### config.mk
export PLATFORM = sky130hd
export DESIGN_NAME = aludec_top
export DESIGN_NICKNAME = d
export VERILOG_FILES = /design/src/hw/aludec_pkg.sv /design/src/hw/aludec_top.sv /design/src/hw/aludec_table.sv
export SDC_FILE = /design/constraint.sdc
export NUM_CORES = 1
export LEC_CHECK = 0
export BUFFER_PORTS_ARGS = -buffer_cell sky130_fd_sc_hd__buf_4
export CORE_MARGIN = 1
export CORE_UTILIZATION = 55
export DETAILED_ROUTE_END_ITERATION = 7
export PLACE_DENSITY = 0.9
export SKIP_CTS_REPAIR_TIMING = 1
export SLEW_MARGIN = 5
export SYNTH_ARGS = -nofsm -noshare
export SYNTH_HDL_FRONTEND = slang
export SYNTH_SLANG_ARGS = --single-unit
### constraint.sdc
create_clock -name sys_clk_i -period 4.41 [get_ports sys_clk_i]
set_clock_uncertainty 0.05 [all_clocks]
set_input_delay 0.2205 -clock sys_clk_i [delete_from_list [all_inputs] [get_ports sys_clk_i]]
set_output_delay 0.2205 -clock sys_clk_i [all_outputs]
set_load 0.02 [all_outputs]
### src/hw/aludec_pkg.sv
package aludec_pkg;

  localparam int          SYS_CLK_MHZ     = 100;
  localparam int          CLK_PER_MCYC    = 2;
  localparam logic [1:0]  LEN_ONE         = 2'h1;
  localparam logic [1:0]  LEN_TWO         = 2'h2;
  localparam logic [1:0]  LEN_THREE       = 2'h3;
  localparam logic [2:0]  MCYC_ONE        = 3'h1;
  localparam logic [2:0]  MCYC_TWO        = 3'h2;
  localparam logic [2:0]  MCYC_FOUR       = 3'h4;
  localparam int          REG_SEL_LSB     = 0;
  localparam int          REG_SEL_W       = 3;
  localparam int          PTR_SEL_BIT     = 0;

  // Opcode high nibble of each operation family
  localparam logic [3:0]  OPH_ADD         = 4'h2;
  localparam logic [3:0]  OPH_ADDC        = 4'h3;
  localparam logic [3:0]  OPH_SUBB        = 4'h9;
  localparam logic [3:0]  OPH_ANL         = 4'h5;
  localparam logic [3:0]  OPH_ORL         = 4'h4;
  localparam logic [3:0]  OPH_XRL         = 4'h6;
  localparam logic [7:0]  OPC_RL          = 8'h23;
  localparam logic [7:0]  OPC_RLC         = 8'h33;
  localparam logic [7:0]  OPC_RR          = 8'h03;
  localparam logic [7:0]  OPC_RRC         = 8'h13;

  // Low-nibble address mode of the grouped rows
  localparam logic [3:0]  LO_DIR_A        = 4'h2;
  localparam logic [3:0]  LO_DIR_IMM      = 4'h3;
  localparam logic [3:0]  LO_IMM          = 4'h4;
  localparam logic [3:0]  LO_DIR          = 4'h5;

  typedef enum logic [3:0] {
    ALU_NONE = 4'h0,
    ALU_ADD  = 4'h1,
    ALU_ADDC = 4'h2,
    ALU_SUBB = 4'h3,
    ALU_AND  = 4'h4,
    ALU_OR   = 4'h5,
    ALU_XOR  = 4'h6,
    ALU_RL   = 4'h7,
    ALU_RLC  = 4'h8,
    ALU_RR   = 4'h9,
    ALU_RRC  = 4'ha
  } aludec_op_e;

  typedef enum logic [2:0] {
    SRC_NONE = 3'h0,
    SRC_REG  = 3'h1,
    SRC_DIR  = 3'h2,
    SRC_IND  = 3'h3,
    SRC_IMM  = 3'h4,
    SRC_ACC  = 3'h5
  } aludec_src_e;

endpackage : aludec_pkg

### src/hw/aludec_top.sv
`timescale 1ns/100ps
module aludec_top
  import aludec_pkg::*;
(
  input  wire logic                  sys_clk_i,
  input  wire logic                  reset_n_i,
  input  wire logic [7:0]            fetch_byte_i,
  input  wire logic                  fetch_valid_i,
  output logic                       fetch_ready_o,
  output logic                       busy_o,
  output logic                       issue_o,
  output aludec_pkg::aludec_op_e     op_o,
  output aludec_pkg::aludec_src_e    src_o,
  output logic                       dst_dir_o,
  output logic [2:0]                 reg_sel_o,
  output logic                       ptr_sel_o,
  output logic [7:0]                 operand1_o,
  output logic [7:0]                 operand2_o,
  output logic [1:0]                 len_o,
  output logic [2:0]                 mcyc_o,
  output logic                       illegal_o
);
  import aludec_pkg::*;

  typedef enum logic [1:0] {
    ST_OPC  = 2'h0,
    ST_OPR1 = 2'h1,
    ST_OPR2 = 2'h2,
    ST_EXEC = 2'h3
  } aludec_st_e;

  typedef struct packed {
    aludec_st_e  st;
    logic [7:0]  opcode;
    logic [7:0]  opr1;
    logic [7:0]  opr2;
    logic [3:0]  clk_left;
    logic        issue;
    logic        illegal;
  } aludec_state_s;

  aludec_state_s cur;
  aludec_state_s next_cur;

  aludec_op_e  dec_op;
  aludec_src_e dec_src;
  logic        dec_dst;
  logic [1:0]  dec_len;
  logic [2:0]  dec_mcyc;
  logic [2:0]  dec_reg;
  logic        dec_ptr;
  logic        dec_valid;

  aludec_table u_table (
    .opcode_i  (cur.opcode),
    .op_o      (dec_op),
    .src_o     (dec_src),
    .dst_dir_o (dec_dst),
    .len_o     (dec_len),
    .mcyc_o    (dec_mcyc),
    .reg_sel_o (dec_reg),
    .ptr_sel_o (dec_ptr),
    .valid_o   (dec_valid)
  );

  // System clocks for a machine cycle count, as a 4-bit value
  function automatic logic [3:0] clocks_of(input logic [2:0] m);
    clocks_of = 4'(int'(m) * CLK_PER_MCYC);
  endfunction : clocks_of

  logic take;
  assign take          = fetch_valid_i && fetch_ready_o;
  assign fetch_ready_o = (cur.st != ST_EXEC);

  always_comb begin
    next_cur       = cur;
    next_cur.issue = 1'b0;
    case (cur.st)
      ST_OPC: begin
        if (take) begin
          next_cur.opcode  = fetch_byte_i;
          next_cur.opr1    = 8'h00;
          next_cur.opr2    = 8'h00;
          next_cur.illegal = 1'b0;
          next_cur.st      = ST_OPR1;
        end
      end
      // Opcode is now registered; decode decides operand fetches
      ST_OPR1: begin
        if (!dec_valid) begin
          next_cur.illegal = 1'b1;
          next_cur.st      = ST_OPC;
        end else if (dec_len == LEN_ONE) begin
          next_cur.clk_left = clocks_of(dec_mcyc) - 4'h1;
          next_cur.issue    = 1'b1;
          next_cur.st       = ST_EXEC;
        end else if (take) begin
          next_cur.opr1 = fetch_byte_i;
          if (dec_len == LEN_THREE) begin
            next_cur.st = ST_OPR2;
          end else begin
            next_cur.clk_left = clocks_of(dec_mcyc) - 4'h1;
            next_cur.issue    = 1'b1;
            next_cur.st       = ST_EXEC;
          end
        end
      end
      ST_OPR2: begin
        if (take) begin
          next_cur.opr2     = fetch_byte_i;
          next_cur.clk_left = clocks_of(dec_mcyc) - 4'h1;
          next_cur.issue    = 1'b1;
          next_cur.st       = ST_EXEC;
        end
      end
      ST_EXEC: begin
        // Hold fetch off for the whole execution window
        if (cur.clk_left == 4'h0) begin
          next_cur.st = ST_OPC;
        end else begin
          next_cur.clk_left = cur.clk_left - 4'h1;
        end
      end
      default: next_cur.st = ST_OPC;
    endcase
  end

  always_ff @(posedge sys_clk_i or negedge reset_n_i) begin
    if (!reset_n_i) begin
      cur <= '{st: ST_OPC, opcode: 8'h00, opr1: 8'h00, opr2: 8'h00, clk_left: 4'h0, issue: 1'b0, illegal: 1'b0};
    end else begin
      cur <= next_cur;
    end
  end

  // Opcode in ST_OPR1 transitions cleanly; outputs valid while busy
  assign busy_o     = (cur.st != ST_OPC);
  assign issue_o    = cur.issue;
  assign op_o       = dec_op;
  assign src_o      = dec_src;
  assign dst_dir_o  = dec_dst;
  assign reg_sel_o  = dec_reg;
  assign ptr_sel_o  = dec_ptr;
  assign len_o      = dec_len;
  assign mcyc_o     = dec_mcyc;
  assign operand1_o = cur.opr1;
  assign operand2_o = cur.opr2;
  assign illegal_o  = cur.illegal;

  // Counts execution cycles already finished, so the last cycle sees one less than the span
  int exec_len;
  always_ff @(posedge sys_clk_i or negedge reset_n_i) begin
    if (!reset_n_i) begin
      exec_len <= 0;
    end else if (cur.issue) begin
      exec_len <= 1;
    end else if (cur.st == ST_EXEC) begin
      exec_len <= exec_len + 1;
    end
  end

  chk_mcyc_legal: assert property (@(posedge sys_clk_i) disable iff (!reset_n_i)
    issue_o |-> (mcyc_o == MCYC_ONE || mcyc_o == MCYC_TWO || mcyc_o == MCYC_FOUR))
    else $error("execution time not 1, 2 or 4 machine cycles");
  chk_exec_span: assert property (@(posedge sys_clk_i) disable iff (!reset_n_i)
    (cur.st == ST_EXEC && next_cur.st == ST_OPC) |-> (exec_len + 1 == int'(mcyc_o) * CLK_PER_MCYC))
    else $error("execution span is not two clocks per machine cycle");
  chk_len_legal: assert property (@(posedge sys_clk_i) disable iff (!reset_n_i)
    issue_o |-> (len_o != 2'h0))
    else $error("instruction length out of range");
  chk_three_byte: assert property (@(posedge sys_clk_i) disable iff (!reset_n_i)
    (issue_o && len_o == LEN_THREE) |-> (dst_dir_o && mcyc_o == MCYC_TWO && $past(cur.st) == ST_OPR2))
    else $error("three-byte form mis-timed");
  chk_and_dir_a: assert property (@(posedge sys_clk_i) disable iff (!reset_n_i)
    (issue_o && cur.opcode == 8'h52) |-> (op_o == ALU_AND && len_o == LEN_TWO && mcyc_o == MCYC_ONE))
    else $error("AND direct, accumulator decoded wrong");
  chk_add_reg: assert property (@(posedge sys_clk_i) disable iff (!reset_n_i)
    (issue_o && cur.opcode[7:3] == 5'h05) |-> (op_o == ALU_ADD && src_o == SRC_REG && len_o == LEN_ONE))
    else $error("ADD register row decoded wrong");
  chk_subb_imm: assert property (@(posedge sys_clk_i) disable iff (!reset_n_i)
    (issue_o && cur.opcode == 8'h94) |-> (op_o == ALU_SUBB && src_o == SRC_IMM && len_o == LEN_TWO))
    else $error("SUBB immediate decoded wrong");
  chk_rotate: assert property (@(posedge sys_clk_i) disable iff (!reset_n_i)
    (issue_o && src_o == SRC_ACC && !dst_dir_o) |-> (len_o == LEN_ONE ##1 (cur.st == ST_EXEC) ##1 !busy_o))
    else $error("rotate not one byte, one machine cycle");
  chk_reg_sel: assert property (@(posedge sys_clk_i) disable iff (!reset_n_i)
    issue_o |-> (reg_sel_o == cur.opcode[2:0] && ptr_sel_o == cur.opcode[0]))
    else $error("register or pointer select mismatch");
  chk_span_one: assert property (@(posedge sys_clk_i) disable iff (!reset_n_i)
    (issue_o && mcyc_o == MCYC_ONE) |-> (busy_o [*2] ##1 !busy_o))
    else $error("one machine cycle is not two clocks busy");
  chk_span_two: assert property (@(posedge sys_clk_i) disable iff (!reset_n_i)
    (issue_o && mcyc_o == MCYC_TWO) |-> (busy_o [*4] ##1 !busy_o))
    else $error("two machine cycles are not four clocks busy");
  chk_or_dir_imm: assert property (@(posedge sys_clk_i) disable iff (!reset_n_i)
    (issue_o && cur.opcode == 8'h43) |-> (op_o == ALU_OR && len_o == LEN_THREE && mcyc_o == MCYC_TWO))
    else $error("OR direct, immediate decoded wrong");
  chk_xor_dir_a: assert property (@(posedge sys_clk_i) disable iff (!reset_n_i)
    (issue_o && cur.opcode == 8'h62) |-> (op_o == ALU_XOR && dst_dir_o && len_o == LEN_TWO && mcyc_o == MCYC_ONE))
    else $error("XOR direct, accumulator decoded wrong");
  chk_addc_dir: assert property (@(posedge sys_clk_i) disable iff (!reset_n_i)
    (issue_o && cur.opcode == 8'h35) |-> (op_o == ALU_ADDC && src_o == SRC_DIR && len_o == LEN_TWO))
    else $error("ADDC direct decoded wrong");

  cov_one_byte:   cover property (@(posedge sys_clk_i) disable iff (!reset_n_i) issue_o && len_o == LEN_ONE);
  cov_two_byte:   cover property (@(posedge sys_clk_i) disable iff (!reset_n_i) issue_o && len_o == LEN_TWO);
  cov_three_byte: cover property (@(posedge sys_clk_i) disable iff (!reset_n_i) issue_o && len_o == LEN_THREE);
  cov_illegal:    cover property (@(posedge sys_clk_i) disable iff (!reset_n_i) illegal_o);

endmodule : aludec_top

### src/hw/aludec_table.sv
`timescale 1ns/100ps
module aludec_table
  import aludec_pkg::*;
(
  input  wire logic [7:0]            opcode_i,
  output aludec_pkg::aludec_op_e     op_o,
  output aludec_pkg::aludec_src_e    src_o,
  output logic                       dst_dir_o,
  output logic [1:0]                 len_o,
  output logic [2:0]                 mcyc_o,
  output logic [2:0]                 reg_sel_o,
  output logic                       ptr_sel_o,
  output logic                       valid_o
);

  function automatic aludec_op_e fam(input logic [3:0] hi);
    case (hi)
      OPH_ADD:  fam = ALU_ADD;
      OPH_ADDC: fam = ALU_ADDC;
      OPH_SUBB: fam = ALU_SUBB;
      OPH_ANL:  fam = ALU_AND;
      OPH_ORL:  fam = ALU_OR;
      OPH_XRL:  fam = ALU_XOR;
      default:  fam = ALU_NONE;
    endcase
  endfunction : fam

  logic [3:0] hi;
  logic [3:0] lo;
  logic       logic_fam;
  assign hi        = opcode_i[7:4];
  assign lo        = opcode_i[3:0];
  assign logic_fam = (hi == OPH_ANL) || (hi == OPH_ORL) || (hi == OPH_XRL);

  assign reg_sel_o = opcode_i[REG_SEL_LSB +: REG_SEL_W];
  assign ptr_sel_o = opcode_i[PTR_SEL_BIT];

  always_comb begin
    op_o      = ALU_NONE;
    src_o     = SRC_NONE;
    dst_dir_o = 1'b0;
    len_o     = LEN_ONE;
    mcyc_o    = MCYC_ONE;
    valid_o   = 1'b0;
    if (opcode_i == OPC_RL || opcode_i == OPC_RLC || opcode_i == OPC_RR || opcode_i == OPC_RRC) begin
      valid_o = 1'b1;
      src_o   = SRC_ACC;
      case (opcode_i)
        OPC_RL:  op_o = ALU_RL;
        OPC_RLC: op_o = ALU_RLC;
        OPC_RR:  op_o = ALU_RR;
        default: op_o = ALU_RRC;
      endcase
    end else if (fam(hi) != ALU_NONE) begin
      op_o = fam(hi);
      if (lo[3]) begin
        valid_o = 1'b1;
        src_o   = SRC_REG;
      end else if (lo[3:1] == 3'h3) begin
        valid_o = 1'b1;
        src_o   = SRC_IND;
      end else if (lo == LO_DIR) begin
        valid_o = 1'b1;
        src_o   = SRC_DIR;
        len_o   = LEN_TWO;
      end else if (lo == LO_IMM) begin
        valid_o = 1'b1;
        src_o   = SRC_IMM;
        len_o   = LEN_TWO;
      end else if (logic_fam && lo == LO_DIR_A) begin
        valid_o   = 1'b1;
        src_o     = SRC_ACC;
        dst_dir_o = 1'b1;
        len_o     = LEN_TWO;
      end else if (logic_fam && lo == LO_DIR_IMM) begin
        valid_o   = 1'b1;
        src_o     = SRC_IMM;
        dst_dir_o = 1'b1;
        len_o     = LEN_THREE;
        mcyc_o    = MCYC_TWO;
      end else begin
        op_o = ALU_NONE;
      end
    end
  end

endmodule : aludec_table

## Word-level counts from Yosys, hierarchy flattened

Index checks and enable logic that the tools add are counted.

| storage, ports and cells | value |
|---|---|
| register bits | 32 |
| input port bits | 11 |
| output and inout port bits | 37 |
| logic and storage cells | 135 |

| cells by class | value |
|---|---|
| add/subtract/negate cells | 2 |
| equality and inequality tests | 32 |
| multiplexer cells | 73 |
| reduce and logical (&&, ||, !) cells | 21 |

Operators by type and width:

| kind | number |
|---|---|
| 2-to-1 mux 3 bit | 16 |
| 2-to-1 mux 4 bit | 9 |
| case mux 8 bit (2 select lines) | 2 |
| 2-to-1 mux 2 bit | 14 |
| 2-to-1 mux 26 bit | 1 |
| 2-to-1 mux 8 bit | 3 |
| case mux 4 bit (3 select lines) | 2 |
| == test 4 x 3 -> 1 bit (second input constant) | 5 |
| 2-to-1 mux 5 bit | 4 |
| != test 2 bit (second input constant) | 9 |
| case mux 3 bit (6 select lines) | 1 |
| 2-to-1 mux 1 bit | 17 |
| == test 4 x 2 -> 1 bit (second input constant) | 4 |
| == test 8 x 6 -> 1 bit (second input constant) | 2 |
| 2-to-1 mux 13 bit | 1 |
| == test 8 x 2 -> 1 bit (second input constant) | 1 |
| == test 8 x 5 -> 1 bit (second input constant) | 1 |
| case mux 2 bit (4 select lines) | 1 |
| subtractor 4 x 1 -> 4 bit (second input constant) | 2 |
| == test 2 bit (second input constant) | 3 |
| != test 3 bit (second input constant) | 2 |
| AND reduction 3 bit | 2 |
| AND reduction 6 bit | 1 |
| nonzero test 2 bit | 3 |
| other kinds (14) | 22 |

## Depth between registers and ports, before layout

Gate-level depths: netlist of run 1.

| logic depth | value |
|---|---|
| depth after elaboration | 18 |
| gate-level depth with buffers | 9 |
| gate-level depth less buffers | 8 |

## Modules after synthesis

From an unflattened synthesis of run 1, not the netlist that was laid out.

| unflattened totals | value |
|---|---|
| cell total of the unflattened synthesis | 232 |
| area total of the unflattened synthesis | 2154.6 µm² |

By module, submodules not included:

| module | instances | cells each | area each (µm²) | sequential area each (µm²) |
|---|---|---|---|---|
| aludec_top | 1 | 177 | 1764.2 | 800.8 |
| aludec_table | 1 | 55 | 390.4 | 0.0 |

## Least setup slack after synthesis of run 1

OpenSTA, ideal clock, no wires.

| timing | value |
|---|---|
| path kind | reg-to-reg |
| from | register cur[27] (netlist bit) |
| to | register cur[30] (netlist bit) |
| library setup time | 0.125 ns |
| arrival time | 2.268 ns |
| data required time | 4.235 ns |
| path slack | 1.968 ns |
| cell stages (with the launch flop) | 9 |
| buffers on the path | 2 |
| period minus slack after synthesis | 2.442 ns |
| path through | dfrtp_1 > buf_6 > and2_4 > buf_6 > or3_4 > a211oi_2 > a311oi_1 > o21ai_0 > mux2_2 |

| between the ends | value |
|---|---|
| word-level cells in the longest chain between the ends | 18 |
| elaborated cells on any way between the ends | 45 |
| those cells by class | eq/ne (13); mux (23); reduce/logical (9) |

Ends and longest elaborated chain:

| what | RTL line | source |
|---|---|---|
| from (decl) | aludec_top.sv:42 | `aludec_state_s cur;` |
| from (signal assigned) | aludec_top.sv:130 | `cur <= '{st: ST_OPC, opcode: 8'h00, opr1: 8'h00, opr2: 8'h00, clk_left: 4'h0, issue: 1'b0, illegal: 1'b0};` |
| from (signal assigned) | aludec_top.sv:132 | `cur <= next_cur;` |
| == test 4 x 3 -> 1 bit | aludec_table.sv:17, aludec_table.sv:33 |  |
| logical OR 1 bit (2 in a row) | aludec_table.sv:33 | `assign logic_fam = (hi == OPH_ANL) \|\| (hi == OPH_ORL) \|\| (hi == OPH_XRL);` |
| logical AND 1 bit | aludec_table.sv:75 | `end else if (logic_fam && lo == LO_DIR_IMM) begin` |
| 2-to-1 mux 2 bit | aludec_table.sv:75 |  |
| 2-to-1 mux 2 bit | aludec_table.sv:70 | `end else if (logic_fam && lo == LO_DIR_A) begin` |
| 2-to-1 mux 2 bit | aludec_table.sv:66 | `end else if (lo == LO_IMM) begin` |
| 2-to-1 mux 2 bit | aludec_table.sv:62 | `end else if (lo == LO_DIR) begin` |
| 2-to-1 mux 2 bit | aludec_table.sv:59 | `end else if (lo[3:1] == 3'h3) begin` |
| (+2 left out) | - |  |
| 2-to-1 mux 2 bit (*) | aludec_table.sv:45 | `if (opcode_i == OPC_RL \|\| opcode_i == OPC_RLC \|\| opcode_i == OPC_RR \|\| opcode_i == OPC_RRC) begin` |
| net len_o[1] | aludec_top.sv:19 | `output logic [1:0] len_o,` |
| == test 2 bit | aludec_top.sv:99 | `if (dec_len == LEN_THREE) begin` |
| 2-to-1 mux 1 bit | aludec_top.sv:99 |  |
| 2-to-1 mux 2 bit | aludec_top.sv:97 | `end else if (take) begin` |
| 2-to-1 mux 2 bit | aludec_top.sv:93 | `end else if (dec_len == LEN_ONE) begin` |
| 2-to-1 mux 2 bit | aludec_top.sv:90 | `if (!dec_valid) begin` |
| case mux 2 bit (4 select lines) | aludec_top.sv:78 | `case (cur.st)` |

The timed path passes the listed nets; every way through them passes the cells marked *. The select of a mux whose other input is x is not followed.
A chain may end at the register's enable or synchronous reset.

## Worst setup path after layout of run 1

| timing | value |
|---|---|
| from | register cur[25] (netlist bit) |
| to | output op_o[1] |

| between the ends | value |
|---|---|
| word-level cells in the longest chain between the ends | 10 |
| elaborated cells on any way between the ends | 23 |
| those cells by class | eq/ne (9); mux (9); reduce/logical (5) |

Ends and longest elaborated chain:

| what | RTL line | source |
|---|---|---|
| == test 4 x 2 -> 1 bit | aludec_table.sv:75 |  |
| logical AND 1 bit | aludec_table.sv:75 |  |
| 2-to-1 mux 3 bit | aludec_table.sv:75 |  |
| 2-to-1 mux 4 bit | aludec_table.sv:70 |  |
| 2-to-1 mux 4 bit | aludec_table.sv:66 |  |
| 2-to-1 mux 4 bit | aludec_table.sv:62 |  |
| 2-to-1 mux 4 bit | aludec_table.sv:59 |  |
| 2-to-1 mux 4 bit | aludec_table.sv:56 | `if (lo[3]) begin` |
| 2-to-1 mux 4 bit | aludec_table.sv:54 | `end else if (fam(hi) != ALU_NONE) begin` |
| 2-to-1 mux 4 bit (*) | aludec_table.sv:45 |  |
| to (decl) | aludec_top.sv:12 | `output aludec_pkg::aludec_op_e op_o,` |

Every way passes the cells marked *; elsewhere a longest branch is shown, timed or not.

==> results by group, run 1 <==
GRT
  • GRT Overall Usage: 24.72%
  • Remaining Overflow, GRT: 0
  • Vias in the first global route: 1,526
  • First-pass GRT wire length: 7527 um
  • Pin count of the biggest net entering global routing: 33
  • Initial antenna violation count: 0

CTS
  • H-tree levels: 2
  • Worst-Skew Late Latency: 0.30 ns
  • CTS tree: built
  • Clock transition at path regs: 0.07 ns
  • CTS Root Cell: clkbuf_8
  • Clock Sinks: 32
  • CTS Buf Count: 5
  • Clock buffer depth: 2

Floorplanning
  • Die height: 63.90 um
  • # rows: 22
  • Die Width: 63.90 um
  • Starting density of the core: 57.55%
  • Core ar.: 3661 um2
  • Die area: 4083 um2
  • IO Count: 48

Finish
  • FF+latch area: 800.8 um2
  • Commonest non-fill, non-tap cell in the layout: buf_4
  • P&R area growth vs syn: 14.90%
  • # diodes: 0
  • Nets: 263
  • Fill cell count: 279
  • Most frequent cells in the layout: 46 x buf_4, 32 x dfrtp_1, 23 x inv_1, 15 x nand2_1, 11 x nor2_1
  • Fraction of layout cells with a size suffix above 1: 28.16%
  • Area of the multi-input gates: 1011 um2

Power
  • Pwr Total: 2.037 mW
  • Max rail drop VDD: 546.1 uV
  • Power per cell area: 841.4 nW/um2
  • Static leakage: 1.176 nW

Synthesis
  • Mapped Area: 2107 um2
  • Unique masters post-synth: 51
  • Syn Area/Cell: 9.534 um2
  • Syn Inst Count: 221
  • Register bit total from synthesis: 32
  • Async set or reset register ratio after synthesis: 100.0%
  • Sequential area share after synthesis: 38.00%
  • Ys flop type: dfrtp_1
  • Number of synthesized flops with an enable pin: 0
  • Ys Warns: 0
  • Syn_nets: 240

Flow run
  • Max cap viols: 0

Critical path
  • CP startpoint kind: flip-flop
  • Reg2Reg Depth: 5
  • Critical path capture point type: primary output
  • Worst-path fanout max: 11
  • WP data arrival: 2.32 ns
  • Critical setup path kind: reg -> out
  • CP Data Required Time: 4.14 ns

STA
  • Fmax: 385.9 MHz
  • Worst slew pin tran: 0.9184 ns
  • Slew HR: 38.55%
  • Minimum clock period: 2.592 ns
  • Max-slew violations: 0
  • Final Hold Fails: 0
  • Setup violators final: 0
  • RSZ-0062 raised after global routing: no
  • Total Neg Setup Slack: 0 ns
  • Final cycle utilization of the critical path: 58.77%

Worst hold path
  • HP Class: in -> reg
  • Hold path depth: 2

Routing
  • DR WL/cell: 16.00 um
  • Drt pass-1 iters: 4
  • DRT antenna net count: 0
  • Routed wire length: 4689 um
  • Starting DRT DRC Count: 139
  • Via count: 1,650
  • # DRC: 0
  • Drt via density: 5.631

Place
  • # port buffers: 46
  • Post-DP HPWL: 3334 um
  • RePlAce Congestion: 0.8953

Outcome
  • Outcome: finished clean
-- area by class of cell --
type,instances,share of cell area [%]
Inverter,23,3.566
Multi-Input combinational cell,135,41.76
Tap cell,48,2.481
Clock buffer,6,2.997
Clock inverter,2,1.447
Timing Repair Buffer,47,14.68
Sequential cell,32,33.07
-- power breakdown --
group	switching [mW]	internal, mW	total, mW
clock network	0.114	0.168	0.282
registers	0.150	0.421	0.571
logic	0.670	0.514	1.18
total	0.935	1.10	2.04
-- synthesized netlist by cell type, types with 3 or more instances --
master	instances	share of area, %
a21oi_1	8	1.9
a22o_1	8	3.3
and3_1	4	1.2
buf_4	20	7.1
clkbuf_1	6	1.1
dfrtp_1	32	38
ha_1	8	4.8
inv_1	23	4.1
mux2_2	9	4.8
mux2i_1	9	4.3
nand2_1	15	2.7
nand2b_1	6	1.8
nand3_1	3	0.71
nor2_1	11	2.0
nor2b_1	3	0.89
o21ai_0	6	1.4
o31a_1	3	1.2
o31ai_1	3	1.1
-- per-stage QoR --
step	area, um2	utilization, %	setup slack [ns]	hold WS (ns)	instances
after CTS	2411	65.86	1.855	-0.1878	292
final	2421	66.13	1.818	0.1199	293
after detailed placement	2303	62.92	1.893	0.1325	284
after floorplan	2107	-	1.968	-0.1251	221
after global placement	2303	62.92	2.054	0.1311	284
after global routing	2421	66.13	1.590	0.1202	293
-- kinds of logic (layout without fill, tap and decap cells) --
family,count (synthesis),count (layout),synth area share [%]
buffers and inverters,54,78,14.01
AOI/OAI and AO/OA,47,47,17.64
DFF,32,32,38.00
and+or+nand+nor,59,59,15.38
other,1,1,0.1780
muxes,19,19,9.620
adders and majority gates,8,8,4.751
xor gates and xnor gates,1,1,0.4158
-- worst paths after layout --
kind	from	end	slack (ns)
setup / recovery	cur[25]	op_o[1]	1.82
hold / removal	fetch_byte_i[4]	operand2_o[4]	0.12
setup reg to reg	cur[25]	operand1_o[6]	1.86
hold reg to reg	operand2_o[1]	operand2_o[1]	0.45
max in group asynchronous	reset_n_i	issue_o	3.65
min in group asynchronous	reset_n_i	operand2_o[5]	0.36
-- layer usage --
layer	wire, um	global-route usage, %
met1	1991	31.58
met2	2296	39.10
met3	302	5.536
met4	98	12.50
met5	0	0
-- worst max-delay path: stages (launching register included) --
cell and delay [ns]:
dfrtp_1 0.48, nor2_1 0.36, nand4_1 0.47, nand2_1 0.19, a21oi_1 0.08, a221oi_1 0.25, buf_4 0.20
-- sequential cells by signal (all words and copies together), names as in the netlist, named ones only --
| signal | cells |
|---|---|
| operand2_o | 8 |
| issue_o | 1 |
| cur | 13 |
| operand1_o | 8 |
| illegal_o | 1 |
(Power assumes the default switching activity.)
==> run 2, diff against run 1 <==
CORE_UTILIZATION = 54   (was 55)
PLACE_DENSITY = 0.89   (was 0.9)
clock period = 2.6 ns   (was 4.41 ns; I/O delays follow)
==> results by group, run 2 (synthesis gave the netlist of run 1 again) <==
Finish
  • Number of flip-flops in the largest register: 13 (unchanged)
  • Commonest non-fill, non-tap cell in the layout: buf_4 (unchanged)
  • P&R area growth vs syn: 16.33% (was 14.90%)
  • Fill cell count: 300 (was 279)
  • # diodes: 0 (unchanged)
  • Fraction of layout cells with a size suffix above 1: 29.32% (was 28.16%)
  • Nets: 267 (was 263)
  • Area of the multi-input gates: 1011 um2 (unchanged)
  • Most frequent cells in the layout: 50 x buf_4, 32 x dfrtp_1, 23 x inv_1, 15 x nand2_1, 11 x nor2_1 (was 46 x buf_4, 32 x dfrtp_1, 23 x inv_1, 15 x nand2_1, 11 x nor2_1)
  • Largest Register: cur (unchanged)
  • FF+latch area: 800.8 um2 (unchanged)

Floorplanning
  • Die height: 64.47 um (was 63.90 um)
  • Starting density of the core: 57.12% (was 57.55%)
  • Die Width: 64.47 um (was 63.90 um)
  • Die area: 4156 um2 (was 4083 um2)
  • IO Count: 48 (unchanged)
  • Core ar.: 3689 um2 (was 3661 um2)
  • # rows: 22 (unchanged)

STA
  • Post-route setup slack: 0.1315 ns (was 1.818 ns)
  • Final Hold Fails: 0 (unchanged)
  • Setup violators final: 0 (unchanged)
  • Max-slew violations: 0 (unchanged)
  • Minimum clock period: 2.468 ns
  • Total Neg Setup Slack: 0 ns (unchanged)
  • Worst slew pin tran: 0.6767 ns (was 0.9184 ns)
  • Final cycle utilization of the critical path: 94.94%
  • RSZ-0062 raised after global routing: no (unchanged)
  • Slew HR: 54.58% (was 38.55%)
  • Fmax: 405.1 MHz
  • Hold_ws: 0.03321 ns (was 0.1199 ns)

CTS
  • CTS Root Cell: clkbuf_8 (unchanged)
  • CTS Buf Count: 5 (unchanged)
  • Clock Sinks: 32 (unchanged)
  • CTS tree: built (unchanged)
  • Clock transition at path regs: 0.07 ns (about the same)
  • Worst-Skew Late Latency: 0.29 ns (was 0.30 ns)
  • H-tree levels: 2 (unchanged)
  • Clock buffer depth: 2 (unchanged)

Routing
  • Drt pass-1 iters: 4 (unchanged)
  • Starting DRT DRC Count: 119 (was 139)
  • Via count: 1,718 (was 1,650)
  • # DRC: 0 (unchanged)
  • DRT antenna net count: 0 (unchanged)
  • Drt via density: 5.785 (was 5.631)
  • DR WL/cell: 16.57 um (was 16.00 um)
  • Routed wire length: 4921 um (was 4689 um)

Critical path
  • Crit. Startpoint: cur[29] (was cur[25])
  • Critical setup path kind: reg -> reg (was reg -> out)
  • Reg2Reg Depth: 6 (was 5)
  • Critical path capture point type: flip-flop (was primary output)
  • Critical path's slowest cell: dfrtp_1 (unchanged)
  • Worst path max stage delay: 0.45 ns (was 0.48 ns)
  • Reg2reg setup slack: 0.13 ns (was 1.86 ns)
  • Worst-path fanout max: 8 (was 11)
  • CP Buf/Inv Count: 0 (was 1)
  • CP cell instances: nand2b_1, or3_4, a211oi_2, a311oi_1, o21ai_0, mux2_2 (was nor2_1, nand4_1, nand2_1, a21oi_1, a221oi_1, buf_4)
  • WP data arrival: 2.59 ns (was 2.32 ns)
  • CP startpoint kind: flip-flop (unchanged)
  • RR Startpoint: cur[29] (was cur[25])
  • FF-to-FF End: cur[30] (was operand1_o[6])
  • CP Data Required Time: 2.72 ns (was 4.14 ns)
  • CP top delay family: compound AO/OA/AOI/OAI gates (was simple AND/OR/NAND/NOR gates)

Power
  • Max rail drop VDD: 853.1 uV (was 546.1 uV)
  • Internal power: 1.894 mW (was 1.102 mW)
  • Switch Pwr: 1.606 mW (was 0.9347 mW)
  • Sequential Power Share: 27.0% (was 28.0%)
  • Clock Power Share: 13.6% (was 13.8%)
  • Combinational Power Share: 59.4% (was 58.1%)
  • Power per cell area: 1428 nW/um2 (was 841.4 nW/um2)
  • Switch share: 45.89% (was 45.88%)
  • Static leakage: 1.195 nW (was 1.176 nW)

Worst hold path
  • HP Class: in -> reg (unchanged)
  • Hold_sp: fetch_byte_i[0] (was fetch_byte_i[4])
  • Hold endpoint: operand2_o[0] (was operand2_o[4])
  • Hold path depth: 2 (unchanged)

GRT
  • Initial antenna violation count: 0 (unchanged)
  • Remaining Overflow, GRT: 0 (unchanged)
  • Pin count of the biggest net entering global routing: 33 (unchanged)
  • First-pass GRT wire length: 8024 um (was 7527 um)
  • GRT Overall Usage: 25.94% (was 24.72%)
  • Vias in the first global route: 1,622 (was 1,526)

Flow run
  • Max cap viols: 0 (unchanged)

Place
  • Post-DP HPWL: 3593 um (was 3334 um)
  • Dpl ws: 0.1981 ns (was 1.893 ns)
  • RePlAce Congestion: 0.9164 (was 0.8953)
  • # port buffers: 46 (unchanged)

Outcome
  • Outcome: finished clean (unchanged)
-- run 2: changes by cell type in the layout (fill, tap and decap cells not counted), sizes merged --
| cell | delta |
|---|---|
| buf | +4 |
-- run 2: cell type report --
| cell class | instances | share of cell area [%] |
|---|---|---|
| repair buffers | 51 | 15.72 |
| multi-input cells | 135 | 41.25 |
| flip-flops and latches | 32 | 32.67 |
| inverters | 23 | 3.522 |
| clock inverters | 2 | 1.429 |
| clock buffers | 6 | 2.961 |
| well taps | 48 | 2.450 |
-- run 2: worst register-to-register path, cell delays in order, from the launching register on --
cell	delay [ns]
dfrtp_1	0.45
nand2b_1	0.30
or3_4	0.43
a211oi_2	0.33
a311oi_1	0.16
o21ai_0	0.26
mux2_2	0.37
-- run 2: power by group through the flow --
| stage | combinational (mW) | sequential [mW] | clock, mW |
|---|---|---|---|
| 2_1_floorplan | 1.65 | 0.866 | 0 |
| 3_5_place_dp | 2.06 | 0.943 | 0 |
| 6_report | 2.08 | 0.945 | 0.476 |
| 3_3_place_gp | 1.98 | 0.931 | 0 |
| 4_1_cts | 2.08 | 0.939 | 0.480 |
| 5_1_grt | 2.25 | 0.978 | 0.505 |
-- run 2: through the flow --
step,total power [mW],area (um2),cells,utilization (%)
after CTS,3.495,2441,296,66.18
final,3.500,2451,297,66.45
after global routing,3.731,2451,297,66.45
after global placement,2.907,2333,288,63.26
after floorplan,2.518,2107,221,-
after detailed placement,3.004,2333,288,63.26
-- run 2: how the worst max path moves through the flow --
stage	end	slack [ns]	cells after the start
detailed placement	cur[30]	0.20	6
global route	cur[30]	0.009	6
global placement	flip-flop	0.28	6
CTS	op_o[1]	0.16	7
floorplan	cur[30]	0.16	8
finish	cur[30]	0.13	6
-- run 2: metal layers --
| metal | part of all wire, % | global-route usage, % | wire [um] | vias to the layer above |
|---|---|---|---|---|
| met5 | 0 | 0 | 0 | - |
| met4 | 2.7 | 11.94 | 132 | 0 |
| met3 | 4.4 | 6.690 | 215 | 13 |
| met2 | 52 | 43.03 | 2555 | 57 |
| met1 | 41 | 31.41 | 2017 | 848 |
| li1 | - | - | - | 800 |
